## config.mk

```make
export PLATFORM = sky130hd
export DESIGN_NAME = pmc_cap_bank
export DESIGN_NICKNAME = d
export VERILOG_FILES = /design/src/rtl/pmc_pkg.sv /design/src/rtl/pmc_req_if.sv /design/src/rtl/pmc_apb_slave.sv /design/src/rtl/pmc_wake_gate.sv /design/src/rtl/pmc_cap_bank.sv
export VERILOG_INCLUDE_DIRS = /design/src /design/src/rtl
export SDC_FILE = /design/constraint.sdc
export NUM_CORES = 1
export LEC_CHECK = 0
export BUFFER_PORTS_ARGS = -buffer_cell sky130_fd_sc_hd__buf_2
export CAP_MARGIN = 25
export CELL_PAD_IN_SITES_DETAIL_PLACEMENT = 1
export CELL_PAD_IN_SITES_GLOBAL_PLACEMENT = 1
export CORE_MARGIN = 2
export CORE_UTILIZATION = 35
export DETAILED_ROUTE_END_ITERATION = 7
export HOLD_SLACK_MARGIN = 0.02
export PLACE_DENSITY = 0.86
export SLEW_MARGIN = 20
export SYNTH_ARGS = -nofsm -noshare
export SYNTH_HDL_FRONTEND = slang
export SYNTH_SLANG_ARGS = --single-unit
```

## constraint.sdc

```tcl
create_clock -name clock_in -period 2.8 [get_ports clock_in]
set_input_delay 0.42 -clock clock_in [delete_from_list [all_inputs] [get_ports clock_in]]
set_output_delay 0.42 -clock clock_in [all_outputs]
set_load 0.005 [all_outputs]
```

## src/rtl/pmc_map.svh

```systemverilog
// constants for the power management capability register bank
// assumes: included by its bare name from the rtl folder
`ifndef PMC_MAP_SVH
`define PMC_MAP_SVH

// register byte offsets
`define PMC_OFF_CAP 12'h0C0
`define PMC_OFF_LOCK 12'h0E0
`define PMC_OFF_STAT 12'h0E4

// capability word fields
`define PMC_ID_LSB 0
`define PMC_ID_VAL 8'h01
`define PMC_NXT_LSB 8
`define PMC_NXT_RST 8'h00
`define PMC_VER_LSB 16
`define PMC_VER_VAL 3'h3
`define PMC_SPECIAL_INIT_REQUIRED_BIT 21
`define PMC_SPECIAL_INIT_REQUIRED_RST 1'h0
`define PMC_WAKE_LSB 27
`define PMC_WAKE_RST 5'h19

// unlock register field
`define PMC_UNLOCK_BIT 0
`define PMC_UNLOCK_RST 1'h0

// status register fields
`define PMC_ST_MASK_LSB 0
`define PMC_ST_COLD_BIT 5
`define PMC_ST_FWD_LSB 8
`define PMC_ST_BLK_LSB 16
`define PMC_CNT_RST 8'h00

// index of the unpowered state in the wake-event field
`define PMC_COLD_IDX 4

`endif

```

## src/rtl/pmc_pkg.sv

```systemverilog
// types shared by the power management capability block
// assumes: compiled before every other design file
package pmc_pkg;
  typedef logic [31:0] pmc_word_t;
  typedef logic [11:0] pmc_addr_t;
  typedef logic [4:0] pmc_wake_t;
  typedef enum logic [0:0] {PMC_ST_IDLE, PMC_ST_RESP} pmc_apb_st_t;
endpackage

```

## src/rtl/pmc_req_if.sv

```systemverilog
// request/answer carrier between the apb front end and the register bank
// assumes: both ends on the same clock
`timescale 1ns/1ps
interface pmc_req_if;
  import pmc_pkg::*;
  logic acc;
  logic commit;
  logic write;
  pmc_addr_t addr;
  pmc_word_t wdata;
  logic [3:0] strb;
  pmc_word_t rdata;
  logic err;
  modport front (output acc, commit, write, addr, wdata, strb, input rdata, err);
  modport bank (input acc, commit, write, addr, wdata, strb, output rdata, err);
endinterface

```

## src/rtl/pmc_apb_slave.sv

```systemverilog
// apb slave front end: one wait state, registered answer
// assumes: apb master on clock_in, bank decodes address combinationally
`timescale 1ns/1ps
module pmc_apb_slave (
  input wire logic clock_in,          // system clock
  input wire logic sys_rst_in,        // async reset, high
  input wire pmc_pkg::pmc_addr_t paddr_in, // byte address
  input wire logic psel_in,           // select
  input wire logic penable_in,        // access phase
  input wire logic pwrite_in,         // direction
  input wire pmc_pkg::pmc_word_t pwdata_in, // write data
  input wire logic [3:0] pstrb_in,    // byte lanes
  output logic pready_out,            // answer
  output pmc_pkg::pmc_word_t prdata_out, // read data
  output logic pslverr_out,           // unmapped address
  pmc_req_if.front req                // to register bank
);
  import pmc_pkg::*;

  pmc_apb_st_t st_reg, st_next;
  pmc_word_t rdata_reg, rdata_next;
  logic err_reg, err_next;
  logic ready_reg, ready_next;

  assign req.acc = psel_in && penable_in && (st_reg == PMC_ST_IDLE);
  assign req.commit = psel_in && penable_in && (st_reg == PMC_ST_RESP);
  assign req.write = pwrite_in;
  assign req.addr = paddr_in;
  assign req.wdata = pwdata_in;
  assign req.strb = pstrb_in;

  always_comb begin
    st_next = st_reg;
    rdata_next = rdata_reg;
    err_next = err_reg;
    unique case (st_reg)
      PMC_ST_IDLE: begin
        if (req.acc) begin
          st_next = PMC_ST_RESP;
          rdata_next = pwrite_in ? 32'h0000_0000 : req.rdata;
          err_next = req.err;
        end
      end
      PMC_ST_RESP: begin
        // the write lands on this edge, while pready is seen high
        st_next = PMC_ST_IDLE;
        err_next = 1'b0;
      end
    endcase
    ready_next = (st_next == PMC_ST_RESP);
  end

  always_ff @(posedge clock_in or posedge sys_rst_in) begin
    if (sys_rst_in) begin
      st_reg <= PMC_ST_IDLE;
      rdata_reg <= 32'h0000_0000;
      err_reg <= 1'b0;
      ready_reg <= 1'b0;
    end else begin
      st_reg <= st_next;
      rdata_reg <= rdata_next;
      err_reg <= err_next;
      ready_reg <= ready_next;
    end
  end

  assign pready_out = ready_reg;
  assign prdata_out = rdata_reg;
  assign pslverr_out = err_reg;

  AST_PREADY_ONE: assert property (@(posedge clock_in) disable iff (sys_rst_in)
    pready_out |=> !pready_out)
    else $error("pready held for more than one cycle");
endmodule

```

## src/rtl/pmc_wake_gate.sv

```systemverilog
// wake message forwarding gate, fixed to the reset support set
// assumes: wake_req_in and power_state_in come from logic on clock_in,
// cold_in is an asynchronous pin
`timescale 1ns/1ps
`include "pmc_map.svh"
module pmc_wake_gate #(
  parameter pmc_pkg::pmc_wake_t FIXED_MASK = `PMC_WAKE_RST
) (
  input wire logic clock_in,          // system clock
  input wire logic sys_rst_in,        // async reset, high
  input wire logic wake_req_in,       // wake event to forward, pulse
  input wire logic [1:0] power_state_in, // current powered state
  input wire logic cold_in,           // unpowered indication, async pin
  output logic wake_fwd_out,          // forwarded wake message, pulse
  output logic wake_blk_out,          // event dropped, pulse
  output logic cold_out               // synchronised unpowered level
);
  import pmc_pkg::*;

  logic cold_meta_reg, cold_sync_reg;
  logic fwd_reg, fwd_next, blk_reg, blk_next;

  // the mask is a parameter, so advertised writes cannot reach it
  always_comb begin
    fwd_next = 1'b0;
    blk_next = 1'b0;
    if (wake_req_in) begin
      if (!cold_sync_reg && FIXED_MASK[power_state_in]) begin // RULE10
        fwd_next = 1'b1;
      end else begin
        blk_next = 1'b1; // RULE9
      end
    end
  end

  always_ff @(posedge clock_in or posedge sys_rst_in) begin
    if (sys_rst_in) begin
      cold_meta_reg <= 1'b0;
      cold_sync_reg <= 1'b0;
      fwd_reg <= 1'b0;
      blk_reg <= 1'b0;
    end else begin
      cold_meta_reg <= cold_in;
      cold_sync_reg <= cold_meta_reg;
      fwd_reg <= fwd_next;
      blk_reg <= blk_next;
    end
  end

  assign wake_fwd_out = fwd_reg;
  assign wake_blk_out = blk_reg;
  assign cold_out = cold_sync_reg;

  AST_COLD_BLOCK: assert property (@(posedge clock_in) disable iff (sys_rst_in) // RULE9
    cold_sync_reg && wake_req_in |=> !wake_fwd_out && wake_blk_out)
    else $error("wake forwarded while unpowered");
  AST_FIXED_MASK: assert property (@(posedge clock_in) disable iff (sys_rst_in) // RULE10
    wake_req_in && !cold_sync_reg |=> wake_fwd_out == FIXED_MASK[$past(power_state_in)])
    else $error("wake forwarding differs from fixed support set");
endmodule

```

## src/rtl/pmc_cap_bank.sv

```systemverilog
// power management capability word with apb access, unlock and status
// assumes: apb master on clock_in, initialization loader on clock_in,
// wake requests and power state from logic on clock_in
//
// Overview of operation
// RULE1: lowest byte reads one, writes ignored
// RULE2: bits 15:8 hold loadable next-capability offset
// RULE3: bits 18:16 read constant version three
// RULE4: bit 19 wake-clock flag always reads zero
// RULE5: bit 21 loadable flag, resets to zero
// RULE6: bits 24:22 aux current read zero
// RULE7: bits 25 and 26 read zero
// RULE8: wake-support field 31:27 resets to 11001
// RULE9: no wake forwarding while unpowered
// RULE10: field writes change readback, not forwarding
// RULE11: read-only and reserved bit 20 discard writes
// RULE12: loadable fields change only via init/unlocked path
`timescale 1ns/1ps
`include "pmc_map.svh"
module pmc_cap_bank #(
  parameter logic [7:0] NXT_RST = `PMC_NXT_RST
) (
  input wire logic clock_in,          // system clock, 125 MHz
  input wire logic sys_rst_in,        // async reset, high
  input wire pmc_pkg::pmc_addr_t paddr_in, // apb byte address
  input wire logic psel_in,           // apb select
  input wire logic penable_in,        // apb access phase
  input wire logic pwrite_in,         // apb direction
  input wire pmc_pkg::pmc_word_t pwdata_in, // apb write data
  input wire logic [3:0] pstrb_in,    // apb byte lanes
  output logic pready_out,            // apb answer
  output pmc_pkg::pmc_word_t prdata_out, // apb read data
  output logic pslverr_out,           // apb error
  input wire logic init_load_in,      // initialization load, pulse
  input wire pmc_pkg::pmc_word_t init_wdata_in, // initialization word
  input wire logic wake_req_in,       // wake event to forward, pulse
  input wire logic [1:0] power_state_in, // current powered state
  input wire logic cold_in,           // unpowered indication, async pin
  output logic wake_fwd_out,          // forwarded wake message, pulse
  output pmc_pkg::pmc_word_t cap_word_out // advertised capability word
);
  import pmc_pkg::*;

  pmc_req_if req ();

  logic wake_blk;
  logic cold_sync;

  pmc_apb_slave u_apb (
    .clock_in(clock_in),
    .sys_rst_in(sys_rst_in),
    .paddr_in(paddr_in),
    .psel_in(psel_in),
    .penable_in(penable_in),
    .pwrite_in(pwrite_in),
    .pwdata_in(pwdata_in),
    .pstrb_in(pstrb_in),
    .pready_out(pready_out),
    .prdata_out(prdata_out),
    .pslverr_out(pslverr_out),
    .req(req.front)
  );

  pmc_wake_gate #(
    .FIXED_MASK(`PMC_WAKE_RST)
  ) u_wake (
    .clock_in(clock_in),
    .sys_rst_in(sys_rst_in),
    .wake_req_in(wake_req_in),
    .power_state_in(power_state_in),
    .cold_in(cold_in),
    .wake_fwd_out(wake_fwd_out),
    .wake_blk_out(wake_blk),
    .cold_out(cold_sync)
  );

  // address decode
  logic hit_cap, hit_lock, hit_stat;
  assign hit_cap = (req.addr == `PMC_OFF_CAP);
  assign hit_lock = (req.addr == `PMC_OFF_LOCK);
  assign hit_stat = (req.addr == `PMC_OFF_STAT);
  assign req.err = !(hit_cap || hit_lock || hit_stat);

  logic wr_cap, wr_lock;
  assign wr_cap = req.commit && req.write && hit_cap;
  assign wr_lock = req.commit && req.write && hit_lock;

  // loadable state
  logic [7:0] nxt_reg, nxt_next;
  logic special_init_required_reg, special_init_required_next;
  pmc_wake_t wake_reg, wake_next;
  logic unlock_reg, unlock_next;

  // loader wins over a capability bus write in the same cycle; the loader carries the
  // whole loadable set, the bus write only its strobed lanes, and is dropped
  always_comb begin
    nxt_next = nxt_reg;
    special_init_required_next = special_init_required_reg;
    wake_next = wake_reg;
    unlock_next = unlock_reg;
    if (wr_lock && req.strb[0]) begin
      unlock_next = req.wdata[`PMC_UNLOCK_BIT];
    end
    if (init_load_in) begin // RULE12
      nxt_next = init_wdata_in[`PMC_NXT_LSB +: 8]; // RULE2
      special_init_required_next = init_wdata_in[`PMC_SPECIAL_INIT_REQUIRED_BIT]; // RULE5
      wake_next = init_wdata_in[`PMC_WAKE_LSB +: 5]; // RULE10
    end else if (wr_cap && unlock_reg) begin // RULE12
      if (req.strb[1]) begin
        nxt_next = req.wdata[`PMC_NXT_LSB +: 8]; // RULE2
      end
      if (req.strb[2]) begin
        special_init_required_next = req.wdata[`PMC_SPECIAL_INIT_REQUIRED_BIT]; // RULE5
      end
      if (req.strb[3]) begin
        wake_next = req.wdata[`PMC_WAKE_LSB +: 5]; // RULE10
      end
    end
  end

  always_ff @(posedge clock_in or posedge sys_rst_in) begin
    if (sys_rst_in) begin
      nxt_reg <= NXT_RST;
      special_init_required_reg <= `PMC_SPECIAL_INIT_REQUIRED_RST; // RULE5
      wake_reg <= `PMC_WAKE_RST; // RULE8
      unlock_reg <= `PMC_UNLOCK_RST;
    end else begin
      nxt_reg <= nxt_next;
      special_init_required_reg <= special_init_required_next;
      wake_reg <= wake_next;
      unlock_reg <= unlock_next;
    end
  end

  // capability word: constant fields built here, stored by the cap_out_reg copy and, on a read, by the apb rdata_reg
  pmc_word_t cap_word;
  always_comb begin
    cap_word = 32'h0000_0000; // RULE4 RULE6 RULE7 RULE11
    cap_word[`PMC_ID_LSB +: 8] = `PMC_ID_VAL; // RULE1
    cap_word[`PMC_NXT_LSB +: 8] = nxt_reg; // RULE2
    cap_word[`PMC_VER_LSB +: 3] = `PMC_VER_VAL; // RULE3
    cap_word[`PMC_SPECIAL_INIT_REQUIRED_BIT] = special_init_required_reg; // RULE5
    cap_word[`PMC_WAKE_LSB +: 5] = wake_reg; // RULE8
  end

  // status counters saturate so software sees "many" rather than a wrap
  logic [7:0] fwd_cnt_reg, fwd_cnt_next;
  logic [7:0] blk_cnt_reg, blk_cnt_next;
  always_comb begin
    fwd_cnt_next = fwd_cnt_reg;
    blk_cnt_next = blk_cnt_reg;
    if (wake_fwd_out && fwd_cnt_reg != 8'hFF) begin
      fwd_cnt_next = fwd_cnt_reg + 8'h01;
    end
    if (wake_blk && blk_cnt_reg != 8'hFF) begin
      blk_cnt_next = blk_cnt_reg + 8'h01;
    end
  end

  always_ff @(posedge clock_in or posedge sys_rst_in) begin
    if (sys_rst_in) begin
      fwd_cnt_reg <= `PMC_CNT_RST;
      blk_cnt_reg <= `PMC_CNT_RST;
    end else begin
      fwd_cnt_reg <= fwd_cnt_next;
      blk_cnt_reg <= blk_cnt_next;
    end
  end

  pmc_word_t stat_word;
  always_comb begin
    stat_word = 32'h0000_0000;
    stat_word[`PMC_ST_MASK_LSB +: 5] = `PMC_WAKE_RST;
    stat_word[`PMC_ST_COLD_BIT] = cold_sync;
    stat_word[`PMC_ST_FWD_LSB +: 8] = fwd_cnt_reg;
    stat_word[`PMC_ST_BLK_LSB +: 8] = blk_cnt_reg;
  end

  // read mux
  always_comb begin
    req.rdata = 32'h0000_0000;
    if (hit_cap) begin
      req.rdata = cap_word;
    end else if (hit_lock) begin
      req.rdata[`PMC_UNLOCK_BIT] = unlock_reg;
    end else if (hit_stat) begin
      req.rdata = stat_word;
    end
  end

  pmc_word_t cap_out_reg;
  always_ff @(posedge clock_in or posedge sys_rst_in) begin
    if (sys_rst_in) begin
      cap_out_reg <= 32'h0000_0000;
    end else begin
      cap_out_reg <= cap_word;
    end
  end
  assign cap_word_out = cap_out_reg;

  // checks
  AST_CAP_ID: assert property (@(posedge clock_in) disable iff (sys_rst_in) // RULE1
    req.acc && !req.write && hit_cap |=> prdata_out[7:0] == 8'h01 && pready_out)
    else $error("capability id not one on read");
  AST_VERSION: assert property (@(posedge clock_in) disable iff (sys_rst_in) // RULE3
    req.acc && !req.write && hit_cap |=> prdata_out[18:16] == 3'h3)
    else $error("version code not three");
  AST_CLK_FLAG: assert property (@(posedge clock_in) disable iff (sys_rst_in) // RULE4
    req.acc && !req.write && hit_cap |=> prdata_out[19] == 1'b0)
    else $error("wake clock flag not zero");
  AST_AUX_ZERO: assert property (@(posedge clock_in) disable iff (sys_rst_in) // RULE6
    ##1 cap_word_out[24:22] == 3'h0)
    else $error("aux current field not zero");
  AST_LOWPWR_ZERO: assert property (@(posedge clock_in) disable iff (sys_rst_in) // RULE7
    wr_cap && unlock_reg |=> ##1 cap_word_out[26:25] == 2'h0)
    else $error("light sleep support bits not zero after write");
  AST_RSVD_ZERO: assert property (@(posedge clock_in) disable iff (sys_rst_in) // RULE11
    wr_cap && req.wdata[20] |=> ##1 cap_word_out[20] == 1'b0 && cap_word_out[7:0] == 8'h01)
    else $error("read-only bits took a write");
  AST_SPECIAL_INIT_REQUIRED_LOAD: assert property (@(posedge clock_in) disable iff (sys_rst_in) // RULE5
    wr_cap && unlock_reg && req.strb[2] && !init_load_in
    |=> special_init_required_reg == $past(req.wdata[21]))
    else $error("device specific flag not loaded");
  AST_NXT_LOAD: assert property (@(posedge clock_in) disable iff (sys_rst_in) // RULE2
    init_load_in |=> ##1 cap_word_out[15:8] == $past(init_wdata_in[15:8], 2))
    else $error("next pointer not taken from loader");
  AST_LOCKED: assert property (@(posedge clock_in) disable iff (sys_rst_in) // RULE12
    wr_cap && !unlock_reg && !init_load_in
    |=> $stable(nxt_reg) && $stable(special_init_required_reg) && $stable(wake_reg))
    else $error("locked write changed a loadable field");
  AST_WAKE_HOLD: assert property (@(posedge clock_in) disable iff (sys_rst_in) // RULE8
    !init_load_in && !wr_cap |=> $stable(wake_reg))
    else $error("wake support field changed with no write");
  // compared against the constant, not wake_reg, so a rewired gate shows up
  localparam pmc_wake_t FWD_SET = `PMC_WAKE_RST;
  AST_WAKE_FIXED: assert property (@(posedge clock_in) disable iff (sys_rst_in) // RULE10
    wake_req_in && !cold_sync && wake_reg != FWD_SET
    |=> wake_fwd_out == FWD_SET[$past(power_state_in)])
    else $error("forwarding set follows advertised field");
  AST_STAT_SET: assert property (@(posedge clock_in) disable iff (sys_rst_in) // RULE10
    stat_word[4:0] == FWD_SET)
    else $error("status shows a wrong forwarding set");

  // read-back of the remaining capability fields and the unlock field, one cycle after the access edge
  AST_NXT_READ: assert property (@(posedge clock_in) disable iff (sys_rst_in) // RULE2
    req.acc && !req.write && hit_cap |=> prdata_out[15:8] == $past(nxt_reg))
    else $error("next pointer read back wrong");
  AST_SPECIAL_INIT_REQUIRED_READ: assert property (@(posedge clock_in) disable iff (sys_rst_in) // RULE5
    req.acc && !req.write && hit_cap |=> prdata_out[21] == $past(special_init_required_reg))
    else $error("init flag read back wrong");
  AST_AUX_READ: assert property (@(posedge clock_in) disable iff (sys_rst_in) // RULE6
    req.acc && !req.write && hit_cap |=> prdata_out[24:22] == 3'h0)
    else $error("aux current read back nonzero");
  AST_LOWPWR_READ: assert property (@(posedge clock_in) disable iff (sys_rst_in) // RULE7
    req.acc && !req.write && hit_cap |=> prdata_out[26:25] == 2'h0)
    else $error("light sleep support read back nonzero");
  AST_RSVD_READ: assert property (@(posedge clock_in) disable iff (sys_rst_in) // RULE11
    req.acc && !req.write && hit_cap |=> prdata_out[20] == 1'b0)
    else $error("reserved bit read back nonzero");
  AST_WAKE_READ: assert property (@(posedge clock_in) disable iff (sys_rst_in) // RULE8
    req.acc && !req.write && hit_cap |=> prdata_out[31:27] == $past(wake_reg))
    else $error("wake support field read back wrong");
  AST_CAP_NOERR: assert property (@(posedge clock_in) disable iff (sys_rst_in) // RULE1
    req.acc && hit_cap |=> !pslverr_out)
    else $error("capability access flagged as error");
  AST_UNMAPPED: assert property (@(posedge clock_in) disable iff (sys_rst_in) // RULE11
    req.acc && req.err |=> pslverr_out && prdata_out == 32'h0000_0000)
    else $error("unmapped access not refused");
  AST_LOCK_READ: assert property (@(posedge clock_in) disable iff (sys_rst_in) // RULE12
    req.acc && !req.write && hit_lock
    |=> prdata_out[31:1] == 31'h0 && prdata_out[0] == $past(unlock_reg))
    else $error("unlock bit read back wrong");

  // loader and lock paths
  AST_LOAD_NXT: assert property (@(posedge clock_in) disable iff (sys_rst_in) // RULE2
    init_load_in |=> nxt_reg == $past(init_wdata_in[15:8]))
    else $error("loader did not set next pointer");
  AST_LOAD_SPECIAL_INIT_REQUIRED: assert property (@(posedge clock_in) disable iff (sys_rst_in) // RULE5
    init_load_in |=> special_init_required_reg == $past(init_wdata_in[21]))
    else $error("loader did not set init flag");
  AST_LOAD_WAKE: assert property (@(posedge clock_in) disable iff (sys_rst_in) // RULE12
    init_load_in |=> wake_reg == $past(init_wdata_in[31:27]))
    else $error("loader did not set wake support field");
  AST_NXT_HOLD: assert property (@(posedge clock_in) disable iff (sys_rst_in) // RULE2
    !init_load_in && !wr_cap |=> $stable(nxt_reg))
    else $error("next pointer changed with no write");
  AST_SPECIAL_INIT_REQUIRED_HOLD: assert property (@(posedge clock_in) disable iff (sys_rst_in) // RULE5
    !init_load_in && !wr_cap |=> $stable(special_init_required_reg))
    else $error("init flag changed with no write");
  AST_LANE_HOLD: assert property (@(posedge clock_in) disable iff (sys_rst_in) // RULE12
    wr_cap && unlock_reg && !req.strb[3] && !init_load_in
    |=> $stable(wake_reg))
    else $error("wake field written with its lane off");
  AST_UNLOCK_WR: assert property (@(posedge clock_in) disable iff (sys_rst_in) // RULE12
    wr_lock && req.strb[0] |=> unlock_reg == $past(req.wdata[0]))
    else $error("unlock bit not written");
  AST_LOCK_HOLD: assert property (@(posedge clock_in) disable iff (sys_rst_in) // RULE12
    !(wr_lock && req.strb[0]) |=> $stable(unlock_reg))
    else $error("unlock bit changed with no write");

  // status counters
  AST_FWD_COUNT: assert property (@(posedge clock_in) disable iff (sys_rst_in) // RULE10
    wake_fwd_out && fwd_cnt_reg != 8'hFF |=> fwd_cnt_reg == $past(fwd_cnt_reg) + 8'h01)
    else $error("forwarded count did not step");
  AST_BLK_COUNT: assert property (@(posedge clock_in) disable iff (sys_rst_in) // RULE9
    wake_blk && blk_cnt_reg != 8'hFF |=> blk_cnt_reg == $past(blk_cnt_reg) + 8'h01)
    else $error("blocked count did not step");
  AST_FWD_SAT: assert property (@(posedge clock_in) disable iff (sys_rst_in) // RULE10
    fwd_cnt_reg == 8'hFF |=> fwd_cnt_reg == 8'hFF)
    else $error("forwarded count wrapped");
  AST_BLK_SAT: assert property (@(posedge clock_in) disable iff (sys_rst_in) // RULE9
    blk_cnt_reg == 8'hFF |=> blk_cnt_reg == 8'hFF)
    else $error("blocked count wrapped");
endmodule

```

# == Word level (Yosys, flattened, before mapping) ==
# Cells that the tools add are included.
# op_classes
eq_ne,6
mux,24
n_reduce_logical,23
n_lt_le_gt_ge,1
n_bitwise,1
add_sub_neg,2
# op_table
op,count
$mux W32,2
$eq A12 B8 Y1 const B,3
$mux W31,1
$mux W24,1
$mux W8,3
$add A8 B1 Y8 const B,2
$ne A8 B8 Y1 const B,2
$mux W5,3
$logic_and A1 B1 Y1,11
$mux W1,11
$reduce_and A2 Y1,4
$reduce_bool A2 Y1,4
$lt A2 B4 Y1 const B,1
$pmux W1 S2,2
$bmux W1 S2,1
$logic_not A1 Y1,2
$logic_or A1 B1 Y1,2
$ne A2 B2 Y1 const B,1
$not A1 Y1,1
# totals
ff_bits,86
out_inout_bits,67
input_bits,90

# == Logic depth before layout (Yosys ltp) ==
# logic_depth
ltp_word,7
depth_mapped,6
ltp_nobuf,5

# == Cells and area by module ==
# From an unflattened synthesis, not the netlist that was laid out.
# hier_totals
hier_cells,380
hier_area_um2,4465.5
# modules_own_cells
mod,n_inst,area_each_um2,cells_each
pmc_cap_bank,1,2292.2,212
pmc_apb_slave,1,2040.7,160
pmc_wake_gate,1,132.6,8

# == Worst setup path before layout ==
# Ideal clock, no wire load.
# synth_path
kind,input to register
from,input paddr_in[1]
to,"register u_apb.rdata_reg[11], in the netlist u_apb.prdata_out[11]"
stages,6
slack_ns,0.551
t_required_ns,2.736
path_buffers,2
arrival_ns,2.185
setup_time_ns,0.064
path_cell_list,or4b_4 -> or4_4 -> buf_6 -> nor3b_4 -> buf_6 -> a21o_1
# synth_via
elab_chain_len,5
elab_cells_between_ends,7
cone_classes,3 x eq/ne; 4 x mux
# synth_lines
item,line_no,rtl
from (decl),pmc_cap_bank.sv:25,"input wire pmc_pkg::pmc_addr_t paddr_in,"
$eq A12 B8 Y1 (no line),-,
$mux W24,pmc_cap_bank.sv:186,end else if (hit_stat) begin
$mux W31,pmc_cap_bank.sv:184,end else if (hit_lock) begin
$mux W32 *,pmc_cap_bank.sv:182,if (hit_cap) begin
$mux W32 *,pmc_apb_slave.sv:40,rdata_next = pwrite_in ? 32'h0000_0000 : req.rdata;
to (signal assigned),pmc_apb_slave.sv:61,rdata_reg <= rdata_next;
to (decl),pmc_apb_slave.sv:21,"pmc_word_t rdata_reg, rdata_next;"
# Every way passes the cells marked *; elsewhere a longest branch is shown, timed or not.
# A chain may end at the register's enable or synchronous reset.

# == Worst setup path after layout ==
# layout_path
from,input paddr_in[1]
to,"register u_apb.rdata_reg[5], in the netlist u_apb.prdata_out[5]"
# The elaborated chain is that of the path after synthesis.

==> run summary <==
• run status: completed
• clock transition at the registers of the reported paths: 0.08 ns
• placement-stage cell area: 4060 um2
• setup violation total in the final timing report: 0
• GPL Wtd Cong: 0.789
• final std cells w/o fill: 566
• Critical-path top delay cell: or4_4
• utilization of the core after routing: 43.6%
• hold buffer count at CTS: 0
• highest clock rate: 478 MHz
• critical path arrival: 2.36 ns
• Final min period: 2.09 ns
• CTS tree: yes
• list of cells traversed by the critical path: buf_2, or4b_4, or4_4, nor3b_4, buf_4, a22o_1
• Antenna Cells: 0
• share of cells above drive strength 1: 32.6%
• via count of the first global-routing pass: 2934
• mean post-synth cell area: 10.7 um2
• grt total ovfl: 0
• sequential share of the synthesized area: 54.5%
• top cell type's share of synthesized area: 52.2%
• Hold Crit Class: input port to asynchronous set/reset pin
• critical setup path kind: input port to flip-flop
• Sinks on Clock Net: 76
• post-CTS setup buffer count: 0
• placeable core region: 9730 um2
• count of cell types in the netlist: 39
• period utilization: 74.8%
• synthesized area: 3500 um2
• Max-Cap Viols: 0
• area leader, netlist: dfrtp_1
• commonest cells after routing, fill and taps aside: 99 x buf_2, 73 x dfrtp_1, 26 x nand2_1
• wire length per cell after detailed routing: 16.0 um
• leading post-synthesis cells by cell area: dfrtp_1 52%, buf_4 5.4%, a31oi_1 3.0%
• highest cell delay on the worst timing path: 0.70 ns
• first-pass GRT wire length: 14.9 mm
• iteration-0 DRC count of the detailed router: 65
• area growth from synthesis to layout: 21.2%
• Longest Clk Path Bufs: 2
• worst rel slew slack: 54.2%
• worst clock skew: 0.0112 ns
• slew at the pin closest to its max-slew limit: 0.685 ns
• kind of launch point of the worst setup path: input port
• drt total wl: 9.03 mm
• critical path peak fanout: 24
• leakage power total: 0.00218 uW
• clock root buffer: clkbuf_8
• Die Height: 104 um
• initial standard-cell utilization of the core: 36.0%
• placed cells: 550
• post-route DRC violation count: 0
• number of H-tree levels: 3
• category of the worst setup path capture point: flip-flop
• initial antenna violation count: 0
• number of rows created at floorplan: 36
• count of cells resized by post-cts repair: 0
• required time at the worst-slack endpoint: 3.07 ns
• pin count of the biggest net entering global routing: 34
• total power of the final layout: 2440 uW
• Inserted Clock Buffers: 9
• antenna viol nets, final: 0
• hold violation count in the final report: 0
• clock network latency to the later pin of the worst-skew pair: 0.34 ns
• vias per std cell: 4.96
• Pwr Density: 576 nW/um2
• Via Count: 2806
• top-level port count: 157
• x dimension of the die: 104 um
• worst supply voltage drop on vdd: 0.231 mV
• number of flip-flops in the largest register: 24
• yosys synthesis warning count: 0
• total global routing track utilization: 17.0%
• commonest non-fill, non-tap cell in the layout: buf_2
• Die Footprint: 10800 um2
• length of the first detailed-routing pass in iterations: 4
• # port buffers: 99
• final max-slew violation count: 0
• setup TNS: 0 ns
• Gate Count Post-Synth: 327
• HPWL Detailed: 6.92 mm
• Final Instance Area: 4240 um2
• Synth Register Bits: 76
• RSZ-0062 raised after global routing: false
• NumNets Final: 520
## final timing paths
path,startpoint,to,slack (ns),cells after the start
max,paddr_in[1],u_apb.prdata_out[5]$_DFFE_PP0P_,0.71,6
min in group clock_in,cold_in,u_wake.cold_meta_reg$_DFF_PP0_,0.20,1
min reg2reg,u_wake.cold_meta_reg$_DFF_PP0_,u_wake.cold_out$_DFF_PP0_,0.36,0
max reg2reg,blk_cnt_reg[0]$_DFFE_PP0P_,blk_cnt_reg[1]$_DFFE_PP0P_,0.94,4
max in group asynchronous,sys_rst_in,fwd_cnt_reg[0]$_DFFE_PP0P_,1.87,3
min,sys_rst_in,u_apb.prdata_out[20]$_DFFE_PP0P_,0.19,2
## kinds of logic after synthesis
group                    share of synthesized area, %
AO/OA/AOI/OAI                                    15.6
buffers and inverters                            7.83
XOR/XNOR                                         3.00
AND/OR/NAND/NOR                                  16.6
flip-flops                                       54.5
multiplexers                                     1.61
adder cells (fa/ha/maj)                         0.715
other                                           0.215
## cells in the mapped netlist
cell type	number
o21ai_0	17
nand3_1	6
a31oi_1	17
and4_1	1
mux2_2	5
a21o_1	10
xor2_1	5
nor3_1	2
ha_1	2
clkbuf_1	12
nand2_1	26
or4_4	2
buf_6	2
and2_1	4
and3_1	17
a22o_1	11
dfstp_2	3
o31ai_1	9
conb_1	2
xnor2_1	7
or4b_4	1
dfrtp_1	73
nand4_1	6
nand2b_1	4
a41oi_1	1
a31o_2	1
nand4b_1	1
nor2_1	9
nand3b_1	1
nor4_1	2
a21oi_1	16
nor2b_1	15
or2_2	2
inv_1	5
buf_4	25
nor3b_4	1
a311oi_1	1
o2111ai_1	1
nor3b_1	2
## routing by layer
metal  GRT usage, %  vias up  routed length, um
met3           2.69       17                379
met1           21.2     1374               3950
met5              0        -                  0
met4           7.34        0                238
met2           29.4       94               4470
li1               -     1321                  -
## where the power goes
part	switching (uW)	total, uW	internal [uW]
logic	170	331	160
clock network	384	751	368
registers	141	1360	1220
total	695	2440	1750
## layout make-up
cell class	instances	area, um2
clock inverters	4	23.8
flip-flops and latches	76	1910
multi-input cells	228	1410
well taps	133	166
fillers	1150	5490
clock buffers	12	155
inverters	5	18.8
repair buffers	108	563
## critical path: cells and delay by family
kind | cells | cell delay (ns)
compound gates | 1 | 0.14
buf+inv | 2 | 0.28
simple gates | 3 | 1.52
## per-stage QoR
| stage | setup WS (ns) | hold WS, ns |
|---|---|---|
| 6_report | 0.707 | 0.186 |
| 3_3_place_gp | 0.399 | 0.334 |
| 2_1_floorplan | 0.447 | 0.331 |
| 4_1_cts | 0.701 | 0.187 |
| 3_5_place_dp | 0.351 | 0.347 |
| 5_1_grt | 0.630 | 0.187 |
(Power assumes the default switching activity.)
